[config.mk]
export PLATFORM = sky130hd
export DESIGN_NAME = cmit_timer
export DESIGN_NICKNAME = d
export VERILOG_FILES = /design/src/hdl/cmit_pkg.sv /design/src/hdl/cmit_prescaler.sv /design/src/hdl/cmit_channel.sv /design/src/hdl/cmit_timer.sv
export SDC_FILE = /design/constraint.sdc
export NUM_CORES = 1
export LEC_CHECK = 0
export BUFFER_PORTS_ARGS = -buffer_cell sky130_fd_sc_hd__buf_2
export CAP_MARGIN = 30
export CORE_MARGIN = 4
export CORE_UTILIZATION = 50
export DETAILED_ROUTE_END_ITERATION = 12
export PLACE_DENSITY = 0.71
export SLEW_MARGIN = 20
export SYNTH_ARGS = -nofsm -noshare
export SYNTH_HDL_FRONTEND = slang
export SYNTH_SLANG_ARGS = --single-unit
[constraint.sdc]
create_clock -name pclk -period 8.2 [get_ports pclk]
set_clock_uncertainty 0.15 [all_clocks]
set_input_delay 0.41 -clock pclk [delete_from_list [all_inputs] [get_ports pclk]]
set_output_delay 0.41 -clock pclk [all_outputs]
set_load 0.05 [all_outputs]
[src/hdl/cmit_pkg.sv]
// Constants shared by the compare match interval timer files
// How it works
// Start register clears to zero at reset and standby entry, both channels stop.
// Start bit 1 runs channel one, bit 0 runs channel zero.
// Reserved bits of start and control/status registers read as zero.
// Each control/status register clears to zero at reset and standby entry.
// Match flag bit 7 reads one after match; write 0 clears, 1 keeps.
// Bit 6 enables the channel match interrupt while the flag is set.
// Clock select 00..11 picks peripheral clock divided by 8, 32, 128, 512.
// 16-bit up-counter steps once per selected tick while running, else holds.
// Counter equal to constant clears counter and sets the match flag.
// Counter resets to zero at reset and standby entry.
// Compare constant is 16 bits and initialises to all ones.
// Match with enable raises interrupt; counting resumes from zero by itself.
// Match is issued on the next counter tick after equality is reached.
// Match clear beats a simultaneous bus write to the counter.
// Bus write beats a simultaneous count-up; unwritten byte keeps its value.
// Software clears the flag by reading it as one, then writing zero; the code needs no read; a byte-0 bit-7 zero write clears it unless a match sets it.
// Divided clocks are one-cycle enables from a free-running prescaler.
package cmit_pkg;
	localparam int          DATA_W        = 16;
	localparam int          PRE_W         = 9;
	localparam logic [11:0] OFS_START     = 12'h000;
	localparam logic [11:0] OFS_CSR0      = 12'h004;
	localparam logic [11:0] OFS_CNT0      = 12'h008;
	localparam logic [11:0] OFS_COR0      = 12'h00C;
	localparam logic [11:0] OFS_CSR1      = 12'h014;
	localparam logic [11:0] OFS_CNT1      = 12'h018;
	localparam logic [11:0] OFS_COR1      = 12'h01C;
	localparam logic [11:0] OFS_IRQ_STAT  = 12'h020;
	localparam logic [11:0] OFS_IRQ_MASK  = 12'h024;
	localparam int          FLAG_BIT      = 7;
	localparam int          IE_BIT        = 6;
	localparam logic [15:0] START_RST     = 16'h0000;
	localparam logic [15:0] CSR_RST       = 16'h0000;
	localparam logic [15:0] CNT_RST       = 16'h0000;
	localparam logic [15:0] COR_RST       = 16'hFFFF;
	localparam logic [15:0] CSR_WMASK     = 16'h0043;
	localparam logic [15:0] START_WMASK   = 16'h0003;
	localparam logic [1:0]  IRQ_MASK_RST  = 2'h0;
	localparam logic [8:0]  DIV8_MASK     = 9'h007;
	localparam logic [8:0]  DIV32_MASK    = 9'h01F;
	localparam logic [8:0]  DIV128_MASK   = 9'h07F;
	localparam logic [8:0]  DIV512_MASK   = 9'h1FF;
	typedef enum logic [1:0] {
		CMIT_DIV8,
		CMIT_DIV32,
		CMIT_DIV128,
		CMIT_DIV512
	} cmit_clk_sel_type;
endpackage

[src/hdl/cmit_prescaler.sv]
// Free-running prescaler giving one-cycle tick enables
`timescale 1ns/1ns
module cmit_prescaler
	import cmit_pkg::*;
(
	input  wire logic        pclk,
	input  wire logic        presetn,
	input  wire logic        standby,
	output logic      [3:0]  tick
);
	logic [PRE_W-1:0] pre_r;

	// Standby restarts the phase so ticks line up with a fresh start
	always_ff @(posedge pclk or negedge presetn)
	begin
		if (!presetn)
			pre_r <= '0;
		else if (standby)
			pre_r <= '0;
		else
			pre_r <= pre_r + 1'b1;
	end

	// Each tick fires when the low bits are all ones: one cycle in N
	assign tick[0] = (pre_r & DIV8_MASK) == DIV8_MASK;
	assign tick[1] = (pre_r & DIV32_MASK) == DIV32_MASK;
	assign tick[2] = (pre_r & DIV128_MASK) == DIV128_MASK;
	assign tick[3] = (pre_r & DIV512_MASK) == DIV512_MASK;
endmodule // cmit_prescaler

[src/hdl/cmit_channel.sv]
// One timer channel: counter, compare constant and control/status
`timescale 1ns/1ns
module cmit_channel
	import cmit_pkg::*;
(
	input  wire logic        pclk,
	input  wire logic        presetn,
	input  wire logic        standby,
	input  wire logic        run,
	input  wire logic [3:0]  tick,
	input  wire logic        csr_we,
	input  wire logic        cnt_we,
	input  wire logic        cor_we,
	input  wire logic [1:0]  wr_byte,
	input  wire logic [15:0] wdata,
	output logic      [15:0] csr_q,
	output logic      [15:0] cnt_q,
	output logic      [15:0] cor_q,
	output logic             match_evt
);
	logic [15:0]      cnt_r;
	logic [15:0]      cor_r;
	logic             flag_r;
	logic             ie_r;
	logic [1:0]       sel_r;
	logic             step;
	logic [15:0]      cnt_wr;
	cmit_clk_sel_type sel;

	assign sel = cmit_clk_sel_type'(sel_r);
	always_comb
	begin
		case (sel)
			CMIT_DIV8:   step = tick[0];
			CMIT_DIV32:  step = tick[1];
			CMIT_DIV128: step = tick[2];
			CMIT_DIV512: step = tick[3];
			default:     step = 1'b0;
		endcase
	end

	// Match waits for the tick that would move the counter off equality
	assign match_evt = run && step && (cnt_r == cor_r);

	always_comb
	begin
		cnt_wr = cnt_r;
		if (wr_byte[0])
			cnt_wr[7:0] = wdata[7:0];
		if (wr_byte[1])
			cnt_wr[15:8] = wdata[15:8];
	end

	always_ff @(posedge pclk or negedge presetn)
	begin
		if (!presetn)
			cnt_r <= CNT_RST;
		else if (standby)
			cnt_r <= CNT_RST;
		else if (match_evt)
			cnt_r <= CNT_RST;
		else if (cnt_we)
			cnt_r <= cnt_wr;
		else if (run && step)
			cnt_r <= cnt_r + 16'h0001;
	end

	always_ff @(posedge pclk or negedge presetn)
	begin
		if (!presetn)
			cor_r <= COR_RST;
		else if (standby)
			cor_r <= COR_RST;
		else if (cor_we)
		begin
			if (wr_byte[0])
				cor_r[7:0] <= wdata[7:0];
			if (wr_byte[1])
				cor_r[15:8] <= wdata[15:8];
		end
	end

	always_ff @(posedge pclk or negedge presetn)
	begin
		if (!presetn)
			flag_r <= 1'b0;
		else if (standby)
			flag_r <= 1'b0;
		else if (match_evt)
			flag_r <= 1'b1;
		else if (csr_we && wr_byte[0] && !wdata[FLAG_BIT])
			flag_r <= 1'b0;
	end

	always_ff @(posedge pclk or negedge presetn)
	begin
		if (!presetn)
		begin
			ie_r  <= 1'b0;
			sel_r <= 2'h0;
		end
		else if (standby)
		begin
			ie_r  <= 1'b0;
			sel_r <= 2'h0;
		end
		else if (csr_we && wr_byte[0])
		begin
			ie_r  <= wdata[IE_BIT];
			sel_r <= wdata[1:0];
		end
	end

	always_comb
	begin
		csr_q           = CSR_RST;
		csr_q[FLAG_BIT] = flag_r;
		csr_q[IE_BIT]   = ie_r;
		csr_q[1:0]      = sel_r;
	end
	assign cnt_q = cnt_r;
	assign cor_q = cor_r;
endmodule // cmit_channel

[src/hdl/cmit_timer.sv]
// Two-channel compare match interval timer with APB register access
`timescale 1ns/1ns
module cmit_timer
	import cmit_pkg::*;
(
	input  wire logic        pclk,
	input  wire logic        presetn,
	input  wire logic        standby,
	input  wire logic        psel,
	input  wire logic        penable,
	input  wire logic        pwrite,
	input  wire logic [11:0] paddr,
	input  wire logic [31:0] pwdata,
	input  wire logic [3:0]  pstrb,
	output logic      [31:0] prdata,
	output logic             pready,
	output logic             pslverr,
	output logic      [1:0]  match_interrupt_request,
	output logic             irq
);
	logic [1:0]  start_r;
	logic [1:0]  stat_r;
	logic [1:0]  mask_r;
	logic [3:0]  tick;
	logic        wr_en;
	logic        rd_en;
	logic        hit;
	logic [1:0]  wr_byte;
	logic [15:0] wdata;
	logic [1:0]  match_evt;
	logic [15:0] csr_q [2];
	logic [15:0] cnt_q [2];
	logic [15:0] cor_q [2];
	logic [15:0] rd_val;

	assign wr_en   = psel && penable && pwrite;
	assign rd_en   = psel && penable && !pwrite;
	assign wr_byte = pstrb[1:0];
	assign wdata   = pwdata[15:0];
	// Zero wait state keeps the counter write race fixed to one edge
	assign pready  = 1'b1;
	assign pslverr = psel && penable && !hit;

	cmit_prescaler i_cmit_prescaler
	(
		.pclk    (pclk),
		.presetn (presetn),
		.standby (standby),
		.tick    (tick)
	);

	genvar ch;
	generate
		for (ch = 0; ch < 2; ch++)
		begin : g_ch
			logic [11:0] base;
			assign base = (ch == 0) ? 12'h000 : 12'h010;
			cmit_channel i_cmit_channel
			(
				.pclk      (pclk),
				.presetn   (presetn),
				.standby   (standby),
				.run       (start_r[ch]),
				.tick      (tick),
				.csr_we    (wr_en && paddr == OFS_CSR0 + base),
				.cnt_we    (wr_en && paddr == OFS_CNT0 + base),
				.cor_we    (wr_en && paddr == OFS_COR0 + base),
				.wr_byte   (wr_byte),
				.wdata     (wdata),
				.csr_q     (csr_q[ch]),
				.cnt_q     (cnt_q[ch]),
				.cor_q     (cor_q[ch]),
				.match_evt (match_evt[ch])
			);
			// Request stays up while flag and enable are both set
			assign match_interrupt_request[ch] =
				csr_q[ch][FLAG_BIT] && csr_q[ch][IE_BIT];
		end
	endgenerate

	always_ff @(posedge pclk or negedge presetn)
	begin
		if (!presetn)
			start_r <= START_RST[1:0];
		else if (standby)
			start_r <= START_RST[1:0];
		else if (wr_en && paddr == OFS_START && wr_byte[0])
			start_r <= wdata[1:0] & START_WMASK[1:0];
	end

	// Sticky summary status; a new match wins over a write-one clear
	always_ff @(posedge pclk or negedge presetn)
	begin
		if (!presetn)
			stat_r <= 2'h0;
		else if (standby)
			stat_r <= 2'h0;
		else if (wr_en && paddr == OFS_IRQ_STAT && wr_byte[0])
			stat_r <= (stat_r & ~wdata[1:0]) | match_evt;
		else
			stat_r <= stat_r | match_evt;
	end

	always_ff @(posedge pclk or negedge presetn)
	begin
		if (!presetn)
			mask_r <= IRQ_MASK_RST;
		else if (wr_en && paddr == OFS_IRQ_MASK && wr_byte[0])
			mask_r <= wdata[1:0];
	end

	assign irq = |(stat_r & mask_r);

	always_comb
	begin
		hit    = 1'b1;
		rd_val = 16'h0000;
		case (paddr)
			OFS_START:    rd_val = {14'h0000, start_r};
			OFS_CSR0:     rd_val = csr_q[0];
			OFS_CNT0:     rd_val = cnt_q[0];
			OFS_COR0:     rd_val = cor_q[0];
			OFS_CSR1:     rd_val = csr_q[1];
			OFS_CNT1:     rd_val = cnt_q[1];
			OFS_COR1:     rd_val = cor_q[1];
			OFS_IRQ_STAT: rd_val = {14'h0000, stat_r};
			OFS_IRQ_MASK: rd_val = {14'h0000, mask_r};
			default:      hit = 1'b0;
		endcase
	end

	// Read data is captured at the setup edge so that it stands through
	// the access cycle, where the master takes it
	always_ff @(posedge pclk or negedge presetn)
	begin
		if (!presetn)
			prdata <= 32'h00000000;
		else if (psel && !penable && !pwrite)
			prdata <= {16'h0000, rd_val};
	end
endmodule // cmit_timer

Word level (Yosys, flattened, before mapping):

Cells that the tools add are included.

* add/subtract/negate cells: 3
* eq/ne operators: 24
* reductions and logical operators: 55
* muxes and demuxes: 37
* bitwise operators: 5

Operators by type and width (number)
* $mux 16: 12
* $pmux 16 s9: 1
* $eq 12x5->1 const B: 3
* $add 16x1->16 const B: 2
* $eq 16x16->1: 2
* $logic_and 1x1->1: 27
* $eq 12x4->1 const B: 2
* $eq 12x6->1 const B: 2
* $mux 2: 8
* $mux 8: 2
* $ne 4x4->1 const B: 4
* $reduce_and 2->1: 8
* $reduce_bool 2->1: 7
* $eq 12x3->1 const B: 1
* $logic_not 12->1: 1
* $mux 1: 11
* $add 9x1->9 const B: 1
* $eq 9x9->1 const B: 1
* $mux 9: 1
* $reduce_or 9->1: 1
* $eq 2x2->1 const B: 4
* $pmux 1 s4: 2
* $reduce_bool 4->1: 2
* $eq 7x7->1 const B: 1
* 10 further kinds: 18

* register bits: 103
* output and inout port bits: 37

Logic depth before layout (Yosys ltp):

* depth after elaboration: 8
* depth in mapped cells: 12
* depth with buffers taken out: 11

By module:

A second synthesis with hierarchy kept.

* cells, all modules: 840
* area total of the unflattened synthesis: 7372.1 µm²

By module, submodules not included
* cmit_channel: seq. area each 920.9 µm², cells an instance 266, area each 2342.2 µm², instances 2
* cmit_timer: seq. area each 550.5 µm², cells an instance 270, area each 2277.2 µm², instances 1
* cmit_prescaler: seq. area each 225.2 µm², cells an instance 38, area each 410.4 µm², instances 1

Worst setup path after synthesis:

OpenSTA, ideal clock, no wires.

* path kind: reg2reg
* start: register i_cmit_prescaler.pre_r[0]
* end: register g_ch[1].i_cmit_channel.cnt_r[13]
* path slack: 5626 ps
* data required time: 7929 ps
* cell stages (with the launch flop): 11
* buffers on the path: 1
* arrival time: 2303 ps
* cells stage by stage: dfrtp_1 > ha_1 > and3_1 > ha_1 > mux2_2 > o211ai_1 > nand2_1 > o21ai_1 > clkbuf_1 > a21oi_1 > o22a_1

* longest elaborated chain between the ends: 6
* elaborated cells between the ends (all ways): 12

Ends and longest elaborated chain
* start, declared: line cmit_prescaler.sv:11 `logic [PRE_W-1:0] pre_r;`
* start signal, assigned: line cmit_prescaler.sv:21 `pre_r <= pre_r + 1'b1;`
* $eq 9x9->1 (tied with other cells): line cmit_prescaler.sv:28 `assign tick[3] = (pre_r & DIV512_MASK) == DIV512_MASK;`
* $pmux 1 s4 (*): line cmit_channel.sv:33 `case (sel)`
* $logic_and 1x1->1 (*): line cmit_channel.sv:43, cmit_channel.sv:64
* $logic_and 1x1->1: line cmit_channel.sv:43 `assign match_evt = run && step && (cnt_r == cor_r);`
* $ne 4x4->1 (no source line) (tied with other cells)
* $reduce_and 2->1 (no source line) / $mux 16 (equally long branches)
* end signal, assigned: line cmit_channel.sv:63 `cnt_r <= cnt_wr;`
* end signal, assigned: line cmit_channel.sv:65 `cnt_r <= cnt_r + 16'h0001;`
* end, declared: line cmit_channel.sv:21 `logic [15:0] cnt_r;`

Mark *: on every way between the ends. The rest lies on a longest branch, timed or not.
A chain may end at the register's enable or synchronous reset.

Worst setup path after layout:

* start: input paddr[2]
* end: register g_ch[0].i_cmit_channel.cnt_r[9]

* longest elaborated chain between the ends: 5
* elaborated cells between the ends (all ways): 8

Ends and longest elaborated chain
* start, declared: line cmit_timer.sv:12 `input wire logic [11:0] paddr,`
* $eq 12x4->1 (*): line cmit_timer.sv:66 `.cnt_we (wr_en && paddr == OFS_CNT0 + base),`
* $logic_and 1x1->1 (*): line cmit_timer.sv:66
* $mux 16: line cmit_channel.sv:62 `else if (cnt_we)`
* $mux 16: line cmit_channel.sv:60 `else if (match_evt)`
* $mux 16: line cmit_channel.sv:58 `else if (standby)`
* end signal, assigned: line cmit_channel.sv:63
* end signal, assigned: line cmit_channel.sv:65
* end, declared: line cmit_channel.sv:21

Marks and branches as above.

==> metrics.csv <==
metric,value,unit
WL/cell,20.5,um
largest net degree at the start of global routing,54,
Final Util,56.6,%
Residual DRC,0,
grt ovf,0,
post-synth top area cell,dfrtp_1,
maximum root-to-sink buffer count,2,
Worst-Skew Late Latency,0.36,ns
synth cell count leaders,"71 x dfrtp_1, 69 x nand2_1, 55 x a21oi_1",
Max stage delay on crit path,0.73,ns
Clock transition at path regs,0.07,ns
CP Cell Sequence,"buf_2, nor2_1, nand2_1, nor3_4, a31oi_1, a21oi_1, o21ai_0, o2bb2ai_1",
Hold Crit Depth,3,
WP depth,8,
grt met2 use,37.4,%
sequential area share after synthesis,41.3,%
yosys synthesis warning count,0,
Worst path slowest cell,a21oi_1,
worst slew pin tran,0.917,ns
row cnt,40,
area grow syn2layout,9.10,%
TNS Setup,0,ns
fin. max-slew vios,0,
Netlist cell types,66,
routed via count,5515,
WS Path Type,in -> reg,
grt peak-use layer,met2,
I/O Buffers,55,
CP Max Fanout,17,
CP arrival,3.32,ns
layout cell share with drive strength beyond 1,22.0,%
crit share post-route,39.4,%
CP top delay family,simple AND/OR/NAND/NOR gates,
Finish-stage setup viols,0,
top post-synthesis cells by area,"dfrtp_1 28%, dfstp_2 13%, xor2_1 4.7%",
Power Internal,0.000779,W
GP Congestion,0.906,
vias in the first global route,5265,
MaxCap Viol Count,0,
crit end category,flip-flop,
# clock sinks,103,
CTS Buf Count,9,
starting density of the core,51.9,%
top_reg_cell synth,dfrtp_1,
"antenna viol nets, final",0,
Detail Placement HPWL,12900,um
synthesized area,6340,um2
DR iter-0 viols,793,
Sw Share,28.2,%
total track usage,25.2,%
drt first pass iters,5,
htree depth,3,
IO Pins,91,
unrepaired setup endpoints after global routing,false,
Root Driver,clkbuf_16,
first-pass GRT wire length,28600,um
Syn Inst Count,669,
Gate power share,11.3,%
Die Area,14500,um2
Final Hold Fails,0,
Worst VDD drop,0.103,mV
startpoint types,input pin,
Synth top area share,28.0,%
Final nets,760,
initial antenna violation count,0,
Async SR Flop Fraction,100,%
CTS tree,done,
"flops & latches, synth",103,
vias per cell,6.32,
Pleak,2.94,nW
Post-synth EDFFs,0,
power per cell area,157,nW/um2
routing usage on met1,36.8,%
Routed WL,17900,um
core area,12200,um2
cell with the most instances after synthesis,dfrtp_1,
slew margin rel.,38.9,%
Ant. Diodes,0,
CP Data Required Time,8.29,ns
Hold WC Path Type,in -> reg,
power share of the clock group,38.8,%
Max Clk Rate,309,MHz
Die Height,121,um
Post-Syn Area per Cell,9.47,um2
M3 GR Usage,5.61,%
Die X,121,um
Psw,0.000306,W
reg2reg path depth,9,
Critical path buffers and inverters,1,
Final min period,3.23,ns
Flop pwr share,50.0,%
status,"finished, final reports clean",
[area by class of cell]
cell class                      instances  area [um2]
Tap cell                              168         210
Fill cell                            1117        5300
Sequential cell                       103        2620
Clock buffer                           11         243
Timing Repair Buffer                   58         303
Inverter                                7        26.3
Clock inverter                          5        40.0
Multi-Input combinational cell        521        3470
[power groups by stage]
stage	clock [W]	combinational, W	sequential [W]
final	0.000421	0.000122	0.000543
after floorplan	0	0.0000809	0.000549
after global routing	0.000447	0.000133	0.000544
after global placement	0	0.000118	0.000550
after CTS	0.000426	0.000121	0.000542
after detailed placement	0	0.000120	0.000551
[state kept, by name (all words and copies together) (netlist names)]
name,count
prdata,16
g_ch.i_cmit_channel.sel,4
g_ch.i_cmit_channel.cnt_q,32
g_ch.i_cmit_channel.flag_r,2
start_r,2
g_ch.i_cmit_channel.ie_r,2
mask_r,2
stat_r,2
g_ch.i_cmit_channel.cor_q,32
i_cmit_prescaler.pre_r,9
[final timing paths]
path / startpoint / end / slack (ns)
min in group asynchronous: presetn / prdata[7]$_DFFE_PN0P_ / 0.48
max in group asynchronous: presetn / g_ch[0].i_cmit_channel.cnt_q[14]$_DFFE_PN0P_ / 6.30
worst max-delay path: paddr[2] / g_ch[0].i_cmit_channel.cnt_q[9]$_DFFE_PN0P_ / 4.97
worst max register to register: i_cmit_prescaler.pre_r[0]$_DFF_PN0_ / g_ch[1].i_cmit_channel.cnt_q[11]$_DFFE_PN0P_ / 4.97
worst min-delay path: psel / prdata[0]$_DFFE_PN0P_ / 0.22
worst min register to register: prdata[14]$_DFFE_PN0P_ / prdata[14]$_DFFE_PN0P_ / 0.33
[cells by family (layout without fill, tap and decap cells)]
| family | count (synthesis) | in the layout | synth area share [%] |
|---|---|---|---|
| AND/OR/NAND/NOR | 240 | 240 | 20.5 |
| AO/OA/AOI/OAI | 174 | 174 | 18.7 |
| flip-flops | 103 | 103 | 41.3 |
| buffers and inverters | 60 | 81 | 4.76 |
| multiplexers | 49 | 49 | 8.55 |
| XOR/XNOR | 35 | 35 | 4.84 |
| adder cells (fa/ha/maj) | 6 | 6 | 1.18 |
| other | 2 | 17 | 0.119 |
[worst reg2reg max path: stages (launching register included)]
cell and delay, ns:
dfrtp_1 0.42, ha_1 0.28, and3_1 0.20, ha_1 0.19, mux2_2 0.27, o211ai_1 0.35
nand2_1 0.13, o21ai_1 0.74, or2_1 0.26, o21ai_0 0.12
[routing by layer]
layer	vias to the layer above	wire length, um
met2	279	8130
met5	-	0
met1	2722	7740
li1	2483	-
met3	31	1700
met4	0	372
[stage by stage]
stage | std cells | power, W | area [um2] | setup slack (ns) | hold WS (ns)
2_1_floorplan | 684 | 0.000630 | 6390 | 5.63 | -0.0356
3_3_place_gp | 856 | 0.000668 | 6620 | 4.77 | 0.305
3_5_place_dp | 856 | 0.000671 | 6620 | 4.65 | 0.311
4_1_cts | 873 | 0.00109 | 6910 | 5.01 | 0.217
5_1_grt | 873 | 0.00112 | 6910 | 4.77 | 0.245
6_report | 873 | 0.00109 | 6910 | 4.97 | 0.222
[what timing repair did]
item / in CTS / in global routing
hold endpoints to repair: 44 / 0
hold buffers: 1 / 0
gates resized for setup: 0 / 0
setup buffers: 0 / 0
endpoints found under the setup margin: 0 / 0
[placed cells by master, fill, tap and decap left out, drive strengths merged, types with 7 or more instances in the layout]
| master | n |
|---|---|
| a21o | 14 |
| a21oi | 56 |
| a222oi | 13 |
| and2 | 8 |
| and3 | 14 |
| buf | 57 |
| clkbuf | 11 |
| conb | 17 |
| dfrtp | 71 |
| dfstp | 32 |
| inv | 9 |
| mux2 | 21 |
| mux2i | 26 |
| nand2 | 72 |
| nand3 | 19 |
| nand4 | 10 |
| nor2 | 46 |
| nor3 | 13 |
| nor3b | 12 |
| nor4 | 14 |
| o211ai | 7 |
| o21ai | 32 |
| o2bb2ai | 16 |
| or2 | 11 |
| xor2 | 34 |
Power figures use the tool's default switching activity.
